### src/hw/uiid_pkg.sv
// Summary of operation
// - read-only ident register per port, C2h/D2h
// - reads give ident, writes go FIFO control
// - bits 7:6 read 00 off, 11 on
// - pending code sits in bits 3:1
// - only highest priority enabled source reported
// - lower code shown once higher is serviced
// - line status code 011, highest priority
// - receive data or trigger code 010, second
// - character time-out code 110, third
// - transmit empty code 001, fourth
// - modem status code 000, lowest
// - source counts only when its enable set
// - any receive error raises line status
package uiid_pkg;
  localparam int NCH = 2;
  localparam int ADDR_W = 12;
  localparam int DATA_W = 32;
  localparam int WORD_W = 10;
  localparam int IER_W = 4;
  localparam int NSRC = 5;
  // printed offsets are register indices; byte address is index * 4
  localparam logic [NCH-1:0][7:0] IDX_IER = {8'hd1, 8'hc1};
  localparam logic [NCH-1:0][7:0] IDX_IIR = {8'hd2, 8'hc2};
  localparam logic [7:0] IDX_STAT = 8'he0;
  localparam logic [7:0] IDX_MASK = 8'he1;
  // pending source positions
  localparam int SRC_LS = 0;
  localparam int SRC_RX = 1;
  localparam int SRC_TO = 2;
  localparam int SRC_TX = 3;
  localparam int SRC_MS = 4;
  // enable register bits
  localparam int IER_RX = 0;
  localparam int IER_TX = 1;
  localparam int IER_LS = 2;
  localparam int IER_MS = 3;
  // fifo control bits
  localparam int FCTL_FEN = 0;
  localparam int FCTL_CLRTX = 1;
  localparam int FCTL_CLRRX = 2;
  localparam int FCTL_TRIG_LO = 6;
  localparam int FCTL_TRIG_HI = 7;
  // ident register fields
  localparam int FIFO_STATE_FIELD_LO = 6;
  localparam int FIFO_STATE_FIELD_HI = 7;
  localparam int RSVD_LO = 4;
  localparam int RSVD_HI = 5;
  localparam int CODE_LO = 1;
  localparam int CODE_HI = 3;
  localparam int NOPEND_BIT = 0;
  localparam logic [1:0] FIFO_STATE_FIELD_ON = 2'h3;
  localparam logic [1:0] FIFO_STATE_FIELD_OFF = 2'h0;
  localparam logic [1:0] RSVD_VAL = 2'h0;
  localparam logic [2:0] CODE_LS = 3'h3;
  localparam logic [2:0] CODE_RX = 3'h2;
  localparam logic [2:0] CODE_TO = 3'h6;
  localparam logic [2:0] CODE_TX = 3'h1;
  localparam logic [2:0] CODE_MS = 3'h0;
  localparam logic [2:0] CODE_NONE = 3'h0;
  // reset values
  localparam logic [IER_W-1:0] IER_RST = 4'h0;
  localparam logic [1:0] TRIG_RST = 2'h0;
  localparam logic FEN_RST = 1'b0;
  localparam logic NOPEND_RST = 1'b1;
endpackage : uiid_pkg

### src/hw/uiid_src_if.sv
interface uiid_src_if;
  import uiid_pkg::*;
  logic [NSRC-1:0] src;
  logic [IER_W-1:0] ier;
  logic [2:0] code;
  logic no_pend;
  modport prio
  (
    input src,
    input ier,
    output code,
    output no_pend
  );
  modport top
  (
    output src,
    output ier,
    input code,
    input no_pend
  );
endinterface : uiid_src_if

### src/hw/uiid_prio.sv
module uiid_prio
  import uiid_pkg::*;
(
  input wire logic pclk,
  input wire logic presetn,
  uiid_src_if.prio sif
);
  typedef struct packed {
    logic [2:0] code;
    logic no_pend;
  } uiid_prio_st_t;

  localparam uiid_prio_st_t ST_RST = '{code: CODE_NONE, no_pend: NOPEND_RST};

  uiid_prio_st_t st_r;
  uiid_prio_st_t st_nxt;
  logic en_ls;
  logic en_rx;
  logic en_to;
  logic en_tx;
  logic en_ms;

  // receive enable also gates the time-out source
  assign en_ls = sif.ier[IER_LS] & sif.src[SRC_LS];
  assign en_rx = sif.ier[IER_RX] & sif.src[SRC_RX];
  assign en_to = sif.ier[IER_RX] & sif.src[SRC_TO];
  assign en_tx = sif.ier[IER_TX] & sif.src[SRC_TX];
  assign en_ms = sif.ier[IER_MS] & sif.src[SRC_MS];

  // re-evaluated every cycle, so a source stays until its condition drops
  always_comb
  begin
    st_nxt = ST_RST;
    if (en_ls)
      st_nxt = '{code: CODE_LS, no_pend: 1'b0};
    else if (en_rx)
      st_nxt = '{code: CODE_RX, no_pend: 1'b0};
    else if (en_to)
      st_nxt = '{code: CODE_TO, no_pend: 1'b0};
    else if (en_tx)
      st_nxt = '{code: CODE_TX, no_pend: 1'b0};
    else if (en_ms)
      st_nxt = '{code: CODE_MS, no_pend: 1'b0};
  end

  always_ff @(posedge pclk or negedge presetn)
  begin
    if (!presetn)
      st_r <= ST_RST;
    else
      st_r <= st_nxt;
  end

  assign sif.code = st_r.code;
  assign sif.no_pend = st_r.no_pend;

  ls_highest_a: assert property (@(posedge pclk) disable iff (!presetn)
    en_ls |=> (sif.code == CODE_LS) && !sif.no_pend)
    else $error("line status not reported first");
  rx_second_a: assert property (@(posedge pclk) disable iff (!presetn)
    (en_rx && !en_ls) |=> (sif.code == CODE_RX) && !sif.no_pend)
    else $error("receive data code wrong");
  to_third_a: assert property (@(posedge pclk) disable iff (!presetn)
    (en_to && !en_ls && !en_rx) |=> sif.code == CODE_TO)
    else $error("time-out code wrong");
  tx_fourth_a: assert property (@(posedge pclk) disable iff (!presetn)
    (en_tx && !(en_ls || en_rx || en_to)) |=> sif.code == CODE_TX)
    else $error("transmit empty code wrong");
  ms_lowest_a: assert property (@(posedge pclk) disable iff (!presetn)
    (en_ms && !(en_ls || en_rx || en_to || en_tx))
      |=> (sif.code == CODE_MS) && !sif.no_pend)
    else $error("modem status code wrong");
  lower_held_a: assert property (@(posedge pclk) disable iff (!presetn)
    (en_ls && en_tx) [*2] |=> sif.code != CODE_TX)
    else $error("lower source shown while higher pending");
  idle_flag_a: assert property (@(posedge pclk) disable iff (!presetn)
    !(en_ls || en_rx || en_to || en_tx || en_ms) |=> sif.no_pend)
    else $error("pending flag without enabled source");
  masked_src_a: assert property (@(posedge pclk) disable iff (!presetn)
    (sif.src[SRC_TO] && !sif.ier[IER_RX]) |=> sif.code != CODE_TO)
    else $error("disabled time-out reported");
endmodule : uiid_prio

### src/hw/uiid_top.sv
// Design decision made here: the APB register port.
module uiid_top
  import uiid_pkg::*;
(
  input wire logic pclk,
  input wire logic presetn,
  input wire logic psel,
  input wire logic penable,
  input wire logic pwrite,
  input wire logic [ADDR_W-1:0] paddr,
  input wire logic [DATA_W-1:0] pwdata,
  output logic [DATA_W-1:0] prdata,
  output logic pready,
  output logic pslverr,
  input wire logic [NCH-1:0] ls_parity_err,
  input wire logic [NCH-1:0] ls_framing_err,
  input wire logic [NCH-1:0] ls_overrun,
  input wire logic [NCH-1:0] ls_break,
  input wire logic [NCH-1:0] rx_data_ready,
  input wire logic [NCH-1:0] rx_timeout,
  input wire logic [NCH-1:0] tx_empty,
  input wire logic [NCH-1:0] modem_change,
  output logic [NCH-1:0] fifo_enable,
  output logic [NCH-1:0][1:0] rx_trig_level,
  output logic [NCH-1:0] clr_rx_fifo,
  output logic [NCH-1:0] clr_tx_fifo,
  output logic irq
);
  typedef struct packed {
    logic [NCH-1:0][IER_W-1:0] ier;
    logic [NCH-1:0] fen;
    logic [NCH-1:0][1:0] trig;
    logic [NCH-1:0] clr_rx;
    logic [NCH-1:0] clr_tx;
    logic [NCH-1:0] stat;
    logic [NCH-1:0] mask;
    logic [NCH-1:0] pend_prev;
    logic [DATA_W-1:0] rdata;
    logic err;
  } uiid_top_st_t;

  localparam uiid_top_st_t ST_RST = '{
    ier: {NCH{IER_RST}},
    fen: {NCH{FEN_RST}},
    trig: {NCH{TRIG_RST}},
    clr_rx: '0,
    clr_tx: '0,
    stat: '0,
    mask: '0,
    pend_prev: '0,
    rdata: '0,
    err: 1'b0
  };

  uiid_top_st_t st_r;
  uiid_top_st_t st_nxt;

  logic setup;
  logic wr;
  logic aligned;
  logic [WORD_W-1:0] word;
  logic [NCH-1:0] hit_ier;
  logic [NCH-1:0] hit_iir;
  logic hit_stat;
  logic hit_mask;
  logic hit_any;
  logic [NCH-1:0] pend;
  logic [NCH-1:0] ev;
  logic [NCH-1:0] no_pend_w;
  logic [NCH-1:0][2:0] code_w;
  logic [NCH-1:0][7:0] iir_val;

  uiid_src_if sif [NCH] ();

  // bus decode; a write lands at the access edge, read data is
  // captured at the setup edge so prdata is a flop in the access cycle
  assign setup = psel & ~penable;
  assign wr = psel & penable & pwrite;
  assign word = paddr[ADDR_W-1:2];
  assign aligned = (paddr[1:0] == 2'h0);
  assign hit_stat = aligned & (word == {2'h0, IDX_STAT});
  assign hit_mask = aligned & (word == {2'h0, IDX_MASK});
  assign hit_any = (|hit_ier) | (|hit_iir) | hit_stat | hit_mask;

  genvar c;
  generate
    for (c = 0; c < NCH; c++)
    begin : g_ch
      assign hit_ier[c] = aligned & (word == {2'h0, IDX_IER[c]});
      // one address, read gives ident and write gives fifo control
      assign hit_iir[c] = aligned & (word == {2'h0, IDX_IIR[c]});

      // any receive error raises the line status source
      assign sif[c].src[SRC_LS] = ls_parity_err[c] | ls_framing_err[c] |
        ls_overrun[c] | ls_break[c];
      assign sif[c].src[SRC_RX] = rx_data_ready[c];
      assign sif[c].src[SRC_TO] = rx_timeout[c];
      assign sif[c].src[SRC_TX] = tx_empty[c];
      assign sif[c].src[SRC_MS] = modem_change[c];
      assign sif[c].ier = st_r.ier[c];

      assign code_w[c] = sif[c].code;
      assign no_pend_w[c] = sif[c].no_pend;
      assign pend[c] = ~sif[c].no_pend;

      assign iir_val[c] = {
        st_r.fen[c] ? FIFO_STATE_FIELD_ON : FIFO_STATE_FIELD_OFF,
        RSVD_VAL,
        code_w[c],
        no_pend_w[c]
      };

      uiid_prio u_uiid_prio
      (
        .pclk(pclk),
        .presetn(presetn),
        .sif(sif[c])
      );
    end
  endgenerate

  // a channel going from idle to pending is the interrupt event
  assign ev = pend & ~st_r.pend_prev;

  always_comb
  begin
    logic [NCH-1:0] clr;
    clr = '0;
    st_nxt = st_r;
    st_nxt.clr_rx = '0;
    st_nxt.clr_tx = '0;
    st_nxt.pend_prev = pend;
    for (int i = 0; i < NCH; i++)
    begin
      if (wr && hit_ier[i])
        st_nxt.ier[i] = pwdata[IER_W-1:0];
      if (wr && hit_iir[i])
      begin
        st_nxt.fen[i] = pwdata[FCTL_FEN];
        st_nxt.trig[i] = pwdata[FCTL_TRIG_HI:FCTL_TRIG_LO];
        // fifo clears only act when the same write sets the fifo enable bit
        st_nxt.clr_rx[i] = pwdata[FCTL_CLRRX] & pwdata[FCTL_FEN];
        st_nxt.clr_tx[i] = pwdata[FCTL_CLRTX] & pwdata[FCTL_FEN];
      end
    end
    if (wr && hit_mask)
      st_nxt.mask = pwdata[NCH-1:0];
    if (wr && hit_stat)
      clr = pwdata[NCH-1:0];
    // a new event wins over a clear in the same cycle
    st_nxt.stat = (st_r.stat & ~clr) | ev;
    if (setup)
    begin
      st_nxt.err = ~hit_any;
      st_nxt.rdata = '0;
      if (!pwrite)
      begin
        for (int i = 0; i < NCH; i++)
        begin
          if (hit_ier[i])
            st_nxt.rdata[IER_W-1:0] = st_r.ier[i];
          if (hit_iir[i])
            st_nxt.rdata[7:0] = iir_val[i];
        end
        if (hit_stat)
          st_nxt.rdata[NCH-1:0] = st_r.stat;
        if (hit_mask)
          st_nxt.rdata[NCH-1:0] = st_r.mask;
      end
    end
  end

  always_ff @(posedge pclk or negedge presetn)
  begin
    if (!presetn)
      st_r <= ST_RST;
    else
      st_r <= st_nxt;
  end

  assign prdata = st_r.rdata;
  assign pready = psel & penable;
  assign pslverr = psel & penable & st_r.err;
  assign fifo_enable = st_r.fen;
  assign rx_trig_level = st_r.trig;
  assign clr_rx_fifo = st_r.clr_rx;
  assign clr_tx_fifo = st_r.clr_tx;
  assign irq = |(st_r.stat & st_r.mask);

  fifo_field_a: assert property (@(posedge pclk) disable iff (!presetn)
    (setup && !pwrite && hit_iir[0])
      |=> prdata[FIFO_STATE_FIELD_HI:FIFO_STATE_FIELD_LO] == {2{$past(st_r.fen[0])}})
    else $error("fifo state field wrong");
  code_read_a: assert property (@(posedge pclk) disable iff (!presetn)
    (setup && !pwrite && hit_iir[1])
      |=> prdata[CODE_HI:CODE_LO] == $past(code_w[1]) &&
          prdata[NOPEND_BIT] == $past(no_pend_w[1]))
    else $error("ident code not in bits 3:1");
  rsvd_zero_a: assert property (@(posedge pclk) disable iff (!presetn)
    (setup && !pwrite && (|hit_iir))
      |=> prdata[RSVD_HI:RSVD_LO] == RSVD_VAL && prdata[DATA_W-1:8] == '0)
    else $error("reserved ident bits not zero");
  shared_write_a: assert property (@(posedge pclk) disable iff (!presetn)
    (wr && hit_iir[1]) |=> fifo_enable[1] == $past(pwdata[FCTL_FEN]))
    else $error("write to ident address missed fifo control");
  err_line_a: assert property (@(posedge pclk) disable iff (!presetn)
    (ls_break[0] && st_r.ier[0][IER_LS]) |=> !no_pend_w[0])
    else $error("receive error did not raise line status");
  sticky_set_a: assert property (@(posedge pclk) disable iff (!presetn)
    ev[0] |=> st_r.stat[0] [*2])
    else $error("event lost against clear");
  bus_answer_a: assert property (@(posedge pclk) disable iff (!presetn)
    (setup && !hit_any) |=> pslverr == penable)
    else $error("unmapped access not flagged");
endmodule : uiid_top

### config.mk
export PLATFORM = sky130hd
export DESIGN_NAME = uiid_top
export DESIGN_NICKNAME = d
export VERILOG_FILES = /design/src/hw/uiid_pkg.sv /design/src/hw/uiid_src_if.sv /design/src/hw/uiid_prio.sv /design/src/hw/uiid_top.sv
export SDC_FILE = /design/constraint.sdc
export NUM_CORES = 1
export LEC_CHECK = 0
export CAP_MARGIN = 25
export CORE_AREA = 5 5 63 65
export CTS_CLUSTER_DIAMETER = 40
export DETAILED_ROUTE_END_ITERATION = 12
export DIE_AREA = 0 0 68 70
export DONT_BUFFER_PORTS = 1
export GPL_TIMING_DRIVEN = 0
export MAX_ROUTING_LAYER = met4
export PLACE_DENSITY = 0.9
export SLEW_MARGIN = 20
export SYNTH_ARGS = -nofsm -noshare
export SYNTH_HDL_FRONTEND = slang
export SYNTH_SLANG_ARGS = --single-unit
### constraint.sdc
create_clock -name pclk -period 1.8 [get_ports pclk]
set_clock_uncertainty 0.15 [all_clocks]
set_input_delay 0.18 -clock pclk [delete_from_list [all_inputs] [get_ports pclk]]
set_output_delay 0.18 -clock pclk [all_outputs]
set_load 0.03 [all_outputs]
==> results of run 1 <==
## how the worst max path moves through the flow
stage | from | endpoint | slack, ps | depth (start not counted)
2_1_floorplan | paddr[5] | fifo_enable[0] | -580 | 6
6_report | paddr[10] | sif[0].ier[2] | -160 | 6
4_1_cts | paddr[10] | rx_trig_level[1] | -230 | 5
5_1_grt | paddr[10] | sif[0].ier[2] | -170 | 6
3_5_place_dp | paddr[5] | sif[0].ier[3] | -670 | 5
3_3_place_gp | paddr[5] | sif[0].ier[2] | -640 | 5
## power by group through the flow
| stage | Clock (mW) | Sequential (mW) | Combinational [mW] |
|---|---|---|---|
| finish | 0.624 | 0.856 | 0.258 |
| global route | 0.659 | 0.856 | 0.274 |
| CTS | 0.612 | 0.855 | 0.244 |
| detailed placement | 0 | 0.872 | 0.171 |
| global placement | 0 | 0.872 | 0.171 |
| floorplan | 0 | 0.872 | 0.163 |
## layer usage
metal / vias to the layer above / global-route usage
li1: 778 / -
met5: - / -
met1: 846 / 0.308
met4: 0 / 0.130
met2: 153 / 0.469
met3: 36 / 0.0849
## repair_timing
action / CTS / global route
hold buffers: 30 / 0
setup endpoints to repair: 16 / 18
pin swaps: 6 / 3
setup buffers: 10 / 2
gates resized for setup: 22 / 5
endpoints found under the hold margin: 74 / 0
## sequential cells by signal, indices dropped and copies added, names as in the netlist
signal                        flops
st_r                              7
rx_trig_level                     4
fifo_enable                       2
prdata                            5
g_ch.u_uiid_prio.sif.no_pend      2
sif.ier                           8
clr_rx_fifo                       2
clr_tx_fifo                       2
g_ch.u_uiid_prio.sif.code         6
## cell usage after synthesis, types with 2 or more instances
cell type / count
mux2_4: 3
o221ai_1: 2
nand4b_1: 2
and4b_1: 2
nand3_1: 5
o2bb2ai_1: 2
o22ai_1: 2
nor4_1: 5
nand2_1: 10
nor3_1: 11
a221oi_1: 2
a31oi_1: 2
buf_1: 2
clkbuf_1: 2
nand2b_1: 4
dfstp_2: 2
or2_2: 2
dfrtp_1: 36
and2_1: 3
buf_4: 42
nor2_1: 5
inv_1: 3
o22a_1: 4
or4_4: 2
o41ai_1: 2
o21ai_0: 6
mux2i_1: 7
nor2b_1: 3
mux2_2: 13
## per-stage QoR
step | util | TNS (ps) | worst slack [ps]
after global routing | 0.866 | -1310 | -170
after detailed placement | 0.685 | -9890 | -667
after CTS | 0.860 | -2580 | -229
final | 0.866 | -1130 | -158
after global placement | 0.685 | -9620 | -641
after floorplan | - | -7270 | -579
## cells by family after synthesis
logic type	synth area share
compound gates	0.0867
buf+inv	0.171
flops	0.455
mux	0.125
other cells	0.00179
simple gates	0.160
## cell type report
class / instances / area share
multi-input combinational: 132 / 0.345
sequential: 38 / 0.335
timing repair buffer: 42 / 0.149
buffer: 46 / 0.116
tap: 46 / 0.0202
clock buffer: 7 / 0.0194
clock inverter: 1 / 0.0106
inverter: 3 / 0.00396
## worst max-delay path, delay by kind of cell
family / cells / cell delay [ps]
simple gates: 3 / 1220
buf+inv: 2 / 330
mux: 1 / 310
## layout by cell type, fill, tap and decap left out, types with 4 or more instances in the layout
master and instances:
nor3_1 8, clkbuf_4 5, buf_4 50, conb_1 26
dlygate4sd3_1 29, o21ai_0 4, mux2_4 14, nor4_1 4
nor2_1 4, o22a_1 4, mux2i_1 7, nand2b_1 4
nand2_1 10, nand3_1 5, dfrtp_1 36
==> results.txt, run 1 <==
Ys async rst share = 1.00
CP max stage cell = or4_4
Seq cells post-synth = 38
Worst r2r src = sif[1].ier[2]
Iteration-0 DRC count of the detailed router = 169
Final ANT Viol Nets = 0
Routed met2 length = 3300 um
Setup Crit Path Kind = input pin to register
Synthesized netlist cell count = 196
Peak supply drop = 494 uV
Highest net fanout along the worst path = 4
Final slew viol count = 0
Worst r2r path cells = 4
Clock transition at path regs = 120 ps
Hold Vio Cnt, Final = 0
Clock Power Share = 0.359
Number of max-cap violations = 0
Post-DP Area = 2250 um^2
Int Pwr = 1.28 mW
Power per Cell Area = 611 nW/um^2
Final setup violation count = 12
Clock latency reported for the late side of the worst-skew pair = 350 ps
Worst Hold Depth = 3
Outcome = finished, violations left
Number of synthesized flops with an enable pin = 0
Vias in the first global route = 1851
Max clock buf depth = 2
Flop pwr share = 0.492
Worst R2R Setup Slack = 50 ps
Num ports = 110
Pleak = 1.42 nW
Register area share after synthesis = 0.455
Unrepaired setup endpoints after global routing = yes
PortBufs = 0
RePlAce Congestion = 0.895
Met3 wire length = 723 um
Syn Area/Cell = 10.7 um^2
Starting Density = 0.637
# fillers = 170
Cell Chain, Critical Path = or4_4, or3_4, buf_12, nor4_4, buf_6, mux2_4
Row cnt = 21
Detailed Place HPWL = 3410 um
Cell area after layout = 2840 um^2
Worst EP required = 1890 ps
Root buffer cell = clkbuf_4
Yosys top cell area share = 0.430
Sequential Area = 953 um^2
Worst Hold End = st_r[0]
H-tree Lvls = 2
Synth Flop Type = dfrtp_1
Layout Nets = 333
Worst setup SP type = input pin
Total CTS buffers = 5
Synth area leaders = dfrtp_1 43%, buf_4 15%, mux2_2 7.0%
Leading area contributor after synthesis = dfrtp_1
Combinational Power Share = 0.149
Die span in x = 68 um
Drt wl/cell = 20.5 um
Via count = 1813
DRC = 0
Die height = 70 um
Post-route insts no fill = 315
Fmax = 511 MHz
Crit share post-route = 1.09
Critical Path Max Stage Delay = 520 ps
Tmin final = 1960 ps
Worst reg2reg endpoint = g_ch[1].u_uiid_prio.sif.no_pend
Top sig layer = met4
CTS tree = yes
Mapped Area = 2090 um^2
Antenna diodes = 0
Final Power = 1.74 mW
DRT Wirelength = 6460 um
Slew Limit Headroom = 0.503
Placed cell count = 267
Slew @ Worst Pin = 745 ps
Layout cells sized above 1 = 0.342
Aggregate global routing overflow = 0
CP Capture Type = register
Length of routed wiring on met1 = 2110 um
Area grow syn2layout = 35.8%
Gr usage total = 0.285
Clock sink count = 38
Worst hold path class = input pin to register
Largest net degree at the start of global routing = 39
Worst setup margin = -158 ps
First-pass GRT wire length = 9650 um
Via-to-Cell Ratio = 5.76
Initial antenna violation count = 0
Multi-input gate area = 981 um^2
Failing checks = negative setup slack
Yosys warns = 0
Die area = 4760 um^2
Initial DRT Pass Iterations = 4
Switching Share = 0.261
Hold slack = 37.6 ps
Core Region = 3280 um^2
Critical path arrival = 2050 ps
NetSw = 0.454 mW
Worst hold path startpoint = paddr[0]
Distinct cells, synth = 39
Power figures use the tool's default switching activity.
==> run 2: changes to the inputs <==
- RECOVER_POWER: default -> 100
==> results.txt, run 2 (synthesis results as in run 1) <==
Outcome = finished, violations left (unchanged)
Failing checks = negative setup slack (unchanged)
Initial antenna violation count = 0 (unchanged)
Die span in x = 68 um (unchanged)
Fin Setup TNS = -1120 ps (was -1130 ps)
Worst hold path class = input pin to register (unchanged)
Drt wl/cell = 20.5 um (about the same)
Layout Nets = 333 (unchanged)
Unrepaired setup endpoints after global routing = yes (unchanged)
Detailed Place HPWL = 3410 um (unchanged)
PortBufs = 0 (unchanged)
Vias in the first global route = 1851 (unchanged)
Largest net degree at the start of global routing = 39 (unchanged)
Final ANT Viol Nets = 0 (unchanged)
Post-DP Area = 2250 um^2 (unchanged)
Combinational Power Share = 0.146 (was 0.149)
Critical path arrival = 2040 ps (was 2050 ps)
First-pass GRT wire length = 9650 um (unchanged)
CTS tree = yes (unchanged)
Core Region = 3280 um^2 (unchanged)
Cell area after layout = 2830 um^2 (was 2840 um^2)
Final slew viol count = 0 (unchanged)
Worst Path Buf+Inv = 2 (unchanged)
Setup Crit Path Kind = input pin to register (unchanged)
Via count = 1812 (was 1813)
Clock Power Share = 0.360 (was 0.359)
Critical Path Max Stage Delay = 520 ps (about the same)
Starting Density = 0.637 (unchanged)
Aggregate global routing overflow = 0 (unchanged)
Switching Share = 0.261 (about the same)
Top delay family on crit path = simple AND/OR/NAND/NOR gates (unchanged)
Clock transition at path regs = 120 ps (about the same)
Number of max-cap violations = 0 (unchanged)
Gr usage total = 0.285 (unchanged)
Worst setup margin = -152 ps (was -158 ps)
Hold slack = 27.0 ps (was 37.6 ps)
H-tree Lvls = 2 (unchanged)
Antenna diodes = 0 (unchanged)
NetSw = 0.452 mW (was 0.454 mW)
Pre-CTS setup slack = -667 ps (unchanged)
Placed cell count = 267 (unchanged)
Cell Chain, Critical Path = or4_4, or3_4, buf_12, nor4_4, buf_6, mux2_4 (unchanged)
Final setup violation count = 12 (unchanged)
Commonest non-fill, non-tap cell in the layout = buf_4 (unchanged)
Num ports = 110 (unchanged)
# fillers = 172 (was 170)
Iteration-0 DRC count of the detailed router = 164 (was 169)
Clock latency reported for the late side of the worst-skew pair = 350 ps (about the same)
Met3 wire length = 722 um (was 723 um)
Pleak = 1.41 nW (was 1.42 nW)
RePlAce Congestion = 0.895 (unchanged)
Total CTS buffers = 5 (unchanged)
Power per Cell Area = 612 nW/um^2 (was 611 nW/um^2)
CP Capture Type = register (unchanged)
Die height = 70 um (unchanged)
Max clock buf depth = 2 (unchanged)
Largest register FFs = 8 (unchanged)
Post-route insts no fill = 315 (unchanged)
DRC = 0 (unchanged)
Routed met2 length = 3360 um (was 3300 um)
Area grow syn2layout = 35.1% (was 35.8%)
Utilization after layout = 0.861 (was 0.866)
Worst setup SP type = input pin (unchanged)
Slew @ Worst Pin = 884 ps (was 745 ps)
Flop pwr share = 0.494 (was 0.492)
Via-to-Cell Ratio = 5.75 (was 5.76)
Hold Vio Cnt, Final = 0 (unchanged)
Worst EP required = 1890 ps (about the same)
Peak supply drop = 493 uV (was 494 uV)
DRT Wirelength = 6470 um (was 6460 um)
Highest net fanout along the worst path = 4 (unchanged)
Crit share post-route = 1.08 (was 1.09)
Fmax = 512 MHz (was 511 MHz)
Slew Limit Headroom = 0.411 (was 0.503)
Int Pwr = 1.28 mW (about the same)
Layout cells sized above 1 = 0.342 (unchanged)
Most frequent cells in the layout = 50 x buf_4, 36 x dfrtp_1, 29 x dlygate4sd3_1, 26 x conb_1, 14 x mux2_4 (unchanged)
Initial DRT Pass Iterations = 4 (unchanged)
Row cnt = 21 (unchanged)
Final Power = 1.73 mW (was 1.74 mW)
Top sig layer = met4 (unchanged)
Clock sink count = 38 (unchanged)
Tmin final = 1950 ps (was 1960 ps)
CP max stage cell = or4_4 (unchanged)
Length of routed wiring on met1 = 2110 um (about the same)
Root buffer cell = clkbuf_4 (unchanged)
Die area = 4760 um^2 (unchanged)
run 2: worst reg2reg max path: cells and delay by family, from the launching register on:
family | cells | cell delay (ps)
AOI/OAI and AO/OA | 2 | 380
buffers and inverters | 1 | 590
DFF | 1 | 420
and+or+nand+nor | 1 | 160
run 2: worst paths after layout:
check	start	end	slack [ps]	cells after the start
max	paddr[10]	sif[0].ier[2]	-150	6
min	paddr[0]	st_r[0]	30	3
max reg2reg	sif[1].ier[2]	g_ch[1].u_uiid_prio.sif.no_pend	50	4
min reg2reg	st_r[33]	st_r[37]	270	1
max in group asynchronous	presetn	rx_trig_level[3]	570	2
min in group asynchronous	presetn	prdata[1]	380	2
run 2: power groups by stage:
stage / registers (mW) / logic [mW] / clock network, mW
6_report: 0.856 / 0.253 / 0.623
5_1_grt: 0.856 / 0.269 / 0.659
3_3_place_gp: 0.872 / 0.171 / 0
2_1_floorplan: 0.872 / 0.163 / 0
3_5_place_dp: 0.872 / 0.171 / 0
4_1_cts: 0.855 / 0.244 / 0.612
run 2: metal layers:
metal,up-vias,track usage
met5,-,-
met4,0,0.130
met3,31,0.0849
met2,144,0.469
met1,860,0.308
li1,777,-
run 2: final cells by class:
class	count	area, um^2	area share
plain buffers	46	330	0.117
clock buffers	7	55.1	0.0195
clock inverters	1	30.0	0.0106
inverters	3	11.3	0.00398
multi-input cells	132	981	0.347
flip-flops and latches	38	953	0.337
well taps	46	57.6	0.0204
repair buffers	42	409	0.145
run 2: timing repair:
action,in CTS,in global routing
setup endpoints to repair,16,18
hold buffers,30,0
pin swaps,6,3
endpoints found under the hold margin,74,0
gates resized for setup,22,5
buffers inserted,10,2
